[src/rtl/pin_function_pkg.sv]
package pin_function_pkg;

    // ------------------------------------------------------------
    // Register map
    // ------------------------------------------------------------
    localparam logic [7:0] PORT_B_SEL_ADDR = 8'h00;
    localparam logic [7:0] PORT_C_SEL_ADDR = 8'h04;
    localparam logic [7:0] NET_SEL_ADDR = 8'h08;
    localparam logic [7:0] ADDR_MASK = 8'hfc;

    // ------------------------------------------------------------
    // Reset values and fields
    // ------------------------------------------------------------
    localparam logic [15:0] SEL_RESET = 16'haaaa;
    localparam logic [15:0] NET_WRITABLE_MASK = 16'haa00;
    localparam logic [15:0] NET_FIXED_ONES = 16'h00aa;
    localparam int DMA1_END_BIT = 15;
    localparam int IRQ_FIVE_BIT = 13;
    localparam int NET_OUT_SEL_BIT = 11;
    localparam int IRQ_FOUR_BIT = 9;
    localparam int PINS_PER_PORT = 8;

    // ------------------------------------------------------------
    // Field codes
    // ------------------------------------------------------------
    localparam logic [1:0] MODE_ALT = 2'h0;
    localparam logic [1:0] MODE_OUT = 2'h1;
    localparam logic [1:0] MODE_IN_PULLUP = 2'h2;
    localparam logic [1:0] MODE_IN_FLOAT = 2'h3;

    // ------------------------------------------------------------
    // Bus codes
    // ------------------------------------------------------------
    localparam logic [1:0] HTRANS_NONSEQ = 2'h2;
    localparam logic HRESP_OKAY = 1'h0;

endpackage

[src/rtl/net_pin_route.sv]
`timescale 1ns/100ps

// Routes the shared network-controller pins
module net_pin_route (
    // Select word
    input wire logic [15:0] sel_i,
    // Sources
    input wire logic dma_ch1_transfer_end_i,
    input wire logic dma_ch0_transfer_end_i,
    input wire logic net_general_output_i,
    input wire logic irq_five_pin_i,
    input wire logic irq_four_pin_i,
    // Routed signals
    output logic dma1_end_pin_o,
    output logic shared_out_pin_o,
    output logic interrupt_request_five_o,
    output logic interrupt_request_four_o
);

    assign dma1_end_pin_o = ~sel_i[pin_function_pkg::DMA1_END_BIT] & dma_ch1_transfer_end_i;
    // 1 network output, 0 channel-0 end
    assign shared_out_pin_o = sel_i[pin_function_pkg::NET_OUT_SEL_BIT]
        ? net_general_output_i : dma_ch0_transfer_end_i;
    assign interrupt_request_five_o = ~sel_i[pin_function_pkg::IRQ_FIVE_BIT] & irq_five_pin_i;
    assign interrupt_request_four_o = ~sel_i[pin_function_pkg::IRQ_FOUR_BIT] & irq_four_pin_i;

endmodule

[src/rtl/pin_function_controller.sv]
// Chosen here: the register addresses and register access over AHB-Lite.
`timescale 1ns/100ps

// Notes on behaviour
// - Port B select register resets to aaaa on power-on only.
// - Port B pin n uses bits 2n+1:2n.
// - Port B codes 01 output, 10 input with pull-up, 11 input without.
// - Port B code 00 is the peripheral on pins 1-7 and reserved on pin 0.
// - Port C select register resets to aaaa on power-on only.
// - Port C uses the same 2-bit coding on all eight pins.
// - Network pin register resets to aaaa on power-on only.
// - Bit 15 at 0 routes channel-1 transfer end; 1 is reserved.
// - Bit 13 at 0 connects interrupt request five; 1 is reserved.
// - Bit 11 picks channel-0 transfer end (0) or network output (1).
// - Bit 9 at 0 connects interrupt request four; 1 is reserved.
// - Even bits of the network register read 0.
// - Bits 7, 5, 3 and 1 of the network register read 1.
// - Each pin selection stands alone, whatever the chip mode.
module pin_function_controller #(
    parameter int PINS = pin_function_pkg::PINS_PER_PORT
) (
    // Clock and power-on reset
    input wire logic clk_sys_i,
    input wire logic resetn_i,
    // AHB-Lite slave
    input wire logic hsel_i,
    input wire logic [7:0] haddr_i,
    input wire logic [1:0] htrans_i,
    input wire logic hwrite_i,
    input wire logic [2:0] hsize_i,
    input wire logic [31:0] hwdata_i,
    input wire logic hready_i,
    output logic [31:0] hrdata_o,
    output logic hreadyout_o,
    output logic hresp_o,
    // Port B pin controls
    output logic [PINS-1:0] port_b_alt_o,
    output logic [PINS-1:0] port_b_out_en_o,
    output logic [PINS-1:0] port_b_pullup_o,
    // Port C pin controls
    output logic [PINS-1:0] port_c_alt_o,
    output logic [PINS-1:0] port_c_out_en_o,
    output logic [PINS-1:0] port_c_pullup_o,
    // Shared network pins
    input wire logic dma_ch1_transfer_end_i,
    input wire logic dma_ch0_transfer_end_i,
    input wire logic net_general_output_i,
    input wire logic irq_five_pin_i,
    input wire logic irq_four_pin_i,
    output logic dma1_end_pin_o,
    output logic shared_out_pin_o,
    output logic interrupt_request_five_o,
    output logic interrupt_request_four_o
);

    // ------------------------------------------------------------
    // State
    // ------------------------------------------------------------
    typedef struct packed {
        logic [2*PINS-1:0] port_b_function_select;
        logic [2*PINS-1:0] port_c_function_select;
        logic [15:0] net_shared_pin_select;
        logic wr_pend;
        logic [7:0] wr_addr;
        logic [31:0] rdata;
    } state_s;

    state_s st;
    state_s next_st;
    logic addr_take;
    logic [15:0] net_read;
    logic [31:0] read_mux;

    assign addr_take = hsel_i & hready_i & (htrans_i == pin_function_pkg::HTRANS_NONSEQ);

    assign net_read = (st.net_shared_pin_select & pin_function_pkg::NET_WRITABLE_MASK)
        | pin_function_pkg::NET_FIXED_ONES;

    // ------------------------------------------------------------
    // Read decode
    // ------------------------------------------------------------
    always_comb
    begin
        read_mux = 32'h0;
        case (haddr_i & pin_function_pkg::ADDR_MASK)
            pin_function_pkg::PORT_B_SEL_ADDR:
                read_mux = {16'h0, st.port_b_function_select};
            pin_function_pkg::PORT_C_SEL_ADDR:
                read_mux = {16'h0, st.port_c_function_select};
            pin_function_pkg::NET_SEL_ADDR:
                read_mux = {16'h0, net_read};
            default:
                read_mux = 32'h0;
        endcase
    end

    // ------------------------------------------------------------
    // Next state
    // ------------------------------------------------------------
    always_comb
    begin
        next_st = st;
        // write lands at data-phase edge, read back next cycle
        if (st.wr_pend)
        begin
            case (st.wr_addr)
                pin_function_pkg::PORT_B_SEL_ADDR:
                    next_st.port_b_function_select = hwdata_i[2*PINS-1:0];
                pin_function_pkg::PORT_C_SEL_ADDR:
                    next_st.port_c_function_select = hwdata_i[2*PINS-1:0];
                pin_function_pkg::NET_SEL_ADDR:
                    // Only selector bits stored; fixed bits come from constants
                    next_st.net_shared_pin_select =
                        hwdata_i[15:0] & pin_function_pkg::NET_WRITABLE_MASK;
                default:
                    next_st.wr_pend = 1'b0;
            endcase
        end
        next_st.wr_pend = addr_take & hwrite_i;
        next_st.wr_addr = haddr_i & pin_function_pkg::ADDR_MASK;
        if (addr_take & ~hwrite_i)
        begin
            next_st.rdata = read_mux;
        end
    end

    // ------------------------------------------------------------
    // Registers
    // ------------------------------------------------------------
    // power-on value only; no other reset reaches here
    always_ff @(posedge clk_sys_i or negedge resetn_i)
    begin
        if (!resetn_i)
        begin
            st.port_b_function_select <= pin_function_pkg::SEL_RESET;
            st.port_c_function_select <= pin_function_pkg::SEL_RESET;
            st.net_shared_pin_select <= pin_function_pkg::SEL_RESET
                & pin_function_pkg::NET_WRITABLE_MASK;
            st.wr_pend <= 1'b0;
            st.wr_addr <= 8'h0;
            st.rdata <= 32'h0;
        end
        else
        begin
            st <= next_st;
        end
    end

    // Zero wait states, always OKAY
    assign hreadyout_o = 1'b1;
    assign hresp_o = pin_function_pkg::HRESP_OKAY;
    assign hrdata_o = st.rdata;

    // ------------------------------------------------------------
    // Pin decode
    // ------------------------------------------------------------
    // per-pin, mode independent
    // pin 0 peripheral code held off
    port_pin_decode #(
        .PINS(PINS),
        .PIN0_ALT_RESERVED(1'b1)
    ) u_port_b (
        .sel_i(st.port_b_function_select),
        .alt_o(port_b_alt_o),
        .out_en_o(port_b_out_en_o),
        .pullup_o(port_b_pullup_o)
    );

    port_pin_decode #(
        .PINS(PINS),
        .PIN0_ALT_RESERVED(1'b0)
    ) u_port_c (
        .sel_i(st.port_c_function_select),
        .alt_o(port_c_alt_o),
        .out_en_o(port_c_out_en_o),
        .pullup_o(port_c_pullup_o)
    );

    // reserved 1 after reset keeps channel-1 end and interrupt requests five and four off
    net_pin_route u_net (
        .sel_i(st.net_shared_pin_select),
        .dma_ch1_transfer_end_i(dma_ch1_transfer_end_i),
        .dma_ch0_transfer_end_i(dma_ch0_transfer_end_i),
        .net_general_output_i(net_general_output_i),
        .irq_five_pin_i(irq_five_pin_i),
        .irq_four_pin_i(irq_four_pin_i),
        .dma1_end_pin_o(dma1_end_pin_o),
        .shared_out_pin_o(shared_out_pin_o),
        .interrupt_request_five_o(interrupt_request_five_o),
        .interrupt_request_four_o(interrupt_request_four_o)
    );

endmodule

[src/rtl/port_pin_decode.sv]
`timescale 1ns/100ps

// Decodes one port's select word into per-pin controls
module port_pin_decode #(
    parameter int PINS = 8,
    parameter bit PIN0_ALT_RESERVED = 1'b0
) (
    // Select word
    input wire logic [2*PINS-1:0] sel_i,
    // Per-pin controls
    output logic [PINS-1:0] alt_o,
    output logic [PINS-1:0] out_en_o,
    output logic [PINS-1:0] pullup_o
);

    genvar n;
    generate
        for (n = 0; n < PINS; n++)
        begin : g_pin
            logic [1:0] code;
            assign code = sel_i[2*n+1:2*n];
            // pin 0 code 00 reserved, kept off the peripheral
            if (n == 0 && PIN0_ALT_RESERVED)
            begin : g_res
                assign alt_o[n] = 1'b0;
            end
            else
            begin : g_alt
                assign alt_o[n] = (code == pin_function_pkg::MODE_ALT);
            end
            // 01 output, 10 pull-up input, 11 plain input
            assign out_en_o[n] = (code == pin_function_pkg::MODE_OUT);
            assign pullup_o[n] = (code == pin_function_pkg::MODE_IN_PULLUP);
        end
    endgenerate

endmodule

[config.mk]
export PLATFORM = sky130hd
export DESIGN_NAME = pin_function_controller
export DESIGN_NICKNAME = d
export VERILOG_FILES = /design/src/rtl/pin_function_pkg.sv /design/src/rtl/net_pin_route.sv /design/src/rtl/pin_function_controller.sv /design/src/rtl/port_pin_decode.sv
export SDC_FILE = /design/constraint.sdc
export NUM_CORES = 1
export LEC_CHECK = 0
export ABC_CLOCK_PERIOD_IN_PS = 4850
export BUFFER_PORTS_ARGS = -buffer_cell sky130_fd_sc_hd__buf_2
export CAP_MARGIN = 20
export CORE_UTILIZATION = 30
export DETAILED_ROUTE_END_ITERATION = 16
export PLACE_DENSITY = 0.54
export SLEW_MARGIN = 20
export SYNTH_ARGS = -nofsm -noshare
export SYNTH_HDL_FRONTEND = slang
export SYNTH_SLANG_ARGS = --single-unit
[constraint.sdc]
create_clock -name clk_sys_i -period 4.85 [get_ports clk_sys_i]
set_input_delay 0.97 -clock clk_sys_i [delete_from_list [all_inputs] [get_ports clk_sys_i]]
set_output_delay 0.97 -clock clk_sys_i [all_outputs]
set_load 0.01 [all_outputs]
==> results.md <==
* Residual DRC at 0
* CTS clock-pin slew for the worst setup and hold paths at 0.07 ns
* Die Span X at 103 um
* Critical path fanouts, max at 1
* Worst path bufs/invs at 2
* # nets final at 389
* Slowest cell on crit path: mux2_2
* Status: finished clean
* Worst-skew pair later-pin latency at 0.33 ns
* Flops & latches, synth at 59
* Measured slew at the worst slew-check pin at 0.826 ns
* Top Ports at 141
* CP max stage delay at 0.24 ns
* Post-route ant nets at 0
* Global-route wire length before repair at 10100 um
* Layout fillers at 957
* Pwr Density at 316 mW/mm2
* Root Buffer Master: clkbuf_8
* Initial antenna violation count at 0
* Fin Clk Skew at 0.00918 ns
* Critical Path Stages at 3
* Layout cell share with drive strength beyond 1 at 0.560
* R2R Path Start: st[37]
* Most common cell after layout, fill and taps aside: buf_2
* WP data required at 3.88 ns
* Vias in the first global route at 1827
* RSZ-0062 raised after global routing: no
* Core Footprint at 0.00986 mm2
* Worst r2r path cells at 3
* Final RePlAce weighted congestion at 0.671
* Hpwl dp at 4550 um
* Most frequent cells in the layout: buf_2, mux2_2, dfrtp_1, nor2b_1, dfstp_2
* Final setup viols at 0
* Clock period minus worst slack at 2.41 ns
* Count of cell types in the netlist at 24
* Max cap viols at 0
* CTS Sinks at 59
* CTS H-tree depth at 3
* Synthesized cell area at 0.00308 mm2
* Maximum clock frequency at 414 MHz
* Crit end category: output port
* Tcrit/Tclk final at 0.498
* Post-synth EDFFs at 0
* Post-route setup TNS at 0 ns
* Routed Wire Length at 6740 um
* Critical Path AT at 1.44 ns
* N_diodes at 0
* Starting Density at 0.312
* Total congestion overflow at 0
* YS warnings at 0
* Vias/cell at 4.31
* Post-CTS sizing at 0
* Critical path capture point: shared_out_pin_o
* Syn Inst Count at 248
* DR pass1 iterations at 4
* Overall power at 1.18 mW
* CP Class: input port to output port
* CTS tree: done
* WL per Instance at 14.3 um
* Slew Limit Fails at 0
* Port bufs at 100
* Overall die area at 0.0107 mm2
* P_leak at 1.86 nW
* Total number of vias at 2036
* Seq/Total Area, Yosys at 0.487
* All-Layer GR Usage at 0.132
* Tightest Hold Check Type: flip-flop to flip-flop
* CTS Buf Count at 9
* Post-synth ARST share at 1.00
* Hold-fix buffers, CTS at 0
* Layout area overhead at 21.3%
* Fin. Hold Viols at 0
* Main synth FF type: dfrtp_1
* Post-CTS setup buffers at 0
* CP top delay family: multiplexers
* Worst VDD drop at 199 uV
* Worst rel slew slack at 0.450
* Largest net degree at the start of global routing at 60
* FF-to-FF End: st[71]
* CP startpoint: dma_ch0_transfer_end_i
* Crit-path most repeated cell: buf_2
* Initial DRC Count at 27
* Avg Cell Area, Syn at 12.4 um2
* Critical path cell sequence: buf_2 -> mux2_2 -> buf_2
* Startpoint type of the worst setup path: input port
* Row cnt at 36
* Register-to-register setup slack at 2.95 ns
* CTS max path bufs at 2
* Die Y-Extent at 103 um
==> power breakdown <==
group          internal, mW  switching, mW  total, mW
sequential            0.521         0.0219      0.543
clock                 0.317          0.192      0.509
combinational        0.0623         0.0658      0.128
total                 0.900          0.280       1.18
==> how the worst min path moves through the flow <==
stage                       from            to  cells after the start
floorplan            hrdata_o[0]   hrdata_o[0]                      1
global placement     hrdata_o[2]   hrdata_o[2]                      1
detailed placement   hrdata_o[2]   hrdata_o[2]                      1
CTS                  hrdata_o[4]   hrdata_o[4]                      1
global route         hrdata_o[2]   hrdata_o[2]                      1
finish              hrdata_o[13]  hrdata_o[13]                      1
==> cell usage after synthesis, drive strengths merged (4+ instances only) <==
master | number | share of area
a211oi | 4 | 0.0097
a22o | 12 | 0.034
buf | 39 | 0.096
clkbuf | 4 | 0.0049
dfrtp | 39 | 0.32
dfstp | 20 | 0.17
mux2 | 49 | 0.19
mux2i | 4 | 0.013
nand2b | 5 | 0.010
nor2 | 17 | 0.021
nor2b | 36 | 0.073
nor3 | 5 | 0.0097
o2bb2ai | 4 | 0.011
==> state kept, by name (all words and copies together) (netlist names) <==
register  count
net_read      4
st           39
hrdata_o     16
==> stage by stage <==
step	cell area [um2]	util	setup slack, ns	hold WS [ns]	std cells
2_1_floorplan	3150	-	2.63	0.474	265
3_3_place_gp	3510	0.356	2.05	0.484	456
3_5_place_dp	3510	0.356	2.05	0.487	456
4_1_cts	3740	0.379	2.40	0.508	472
5_1_grt	3740	0.379	2.34	0.528	472
6_report	3740	0.379	2.44	0.504	472
==> metal layers <==
metal / GRT usage / share of wire
met3: 0.0497 / 0.046
met1: 0.171 / 0.46
met2: 0.208 / 0.48
met4: 0.0358 / 0.0076
met5: 0 / 0
==> cell type report <==
| type | instances | area, um2 | share of cell area |
|---|---|---|---|
| timing repair buffer | 101 | 508 | 0.136 |
| multi-input combinational | 162 | 1330 | 0.356 |
| clock inverter | 4 | 72.6 | 0.0194 |
| tap | 133 | 166 | 0.0445 |
| inverter | 1 | 3.75 | 0.00100 |
| clock buffer | 12 | 155 | 0.0415 |
| sequential | 59 | 1500 | 0.402 |
==> cells by family after synthesis <==
| logic type | synth area share |
|---|---|
| mux | 0.204 |
| buf+inv | 0.102 |
| flops | 0.487 |
| other cells | 0.00244 |
| compound gates | 0.0552 |
| simple gates | 0.149 |
Power figures use the tool's default switching activity.
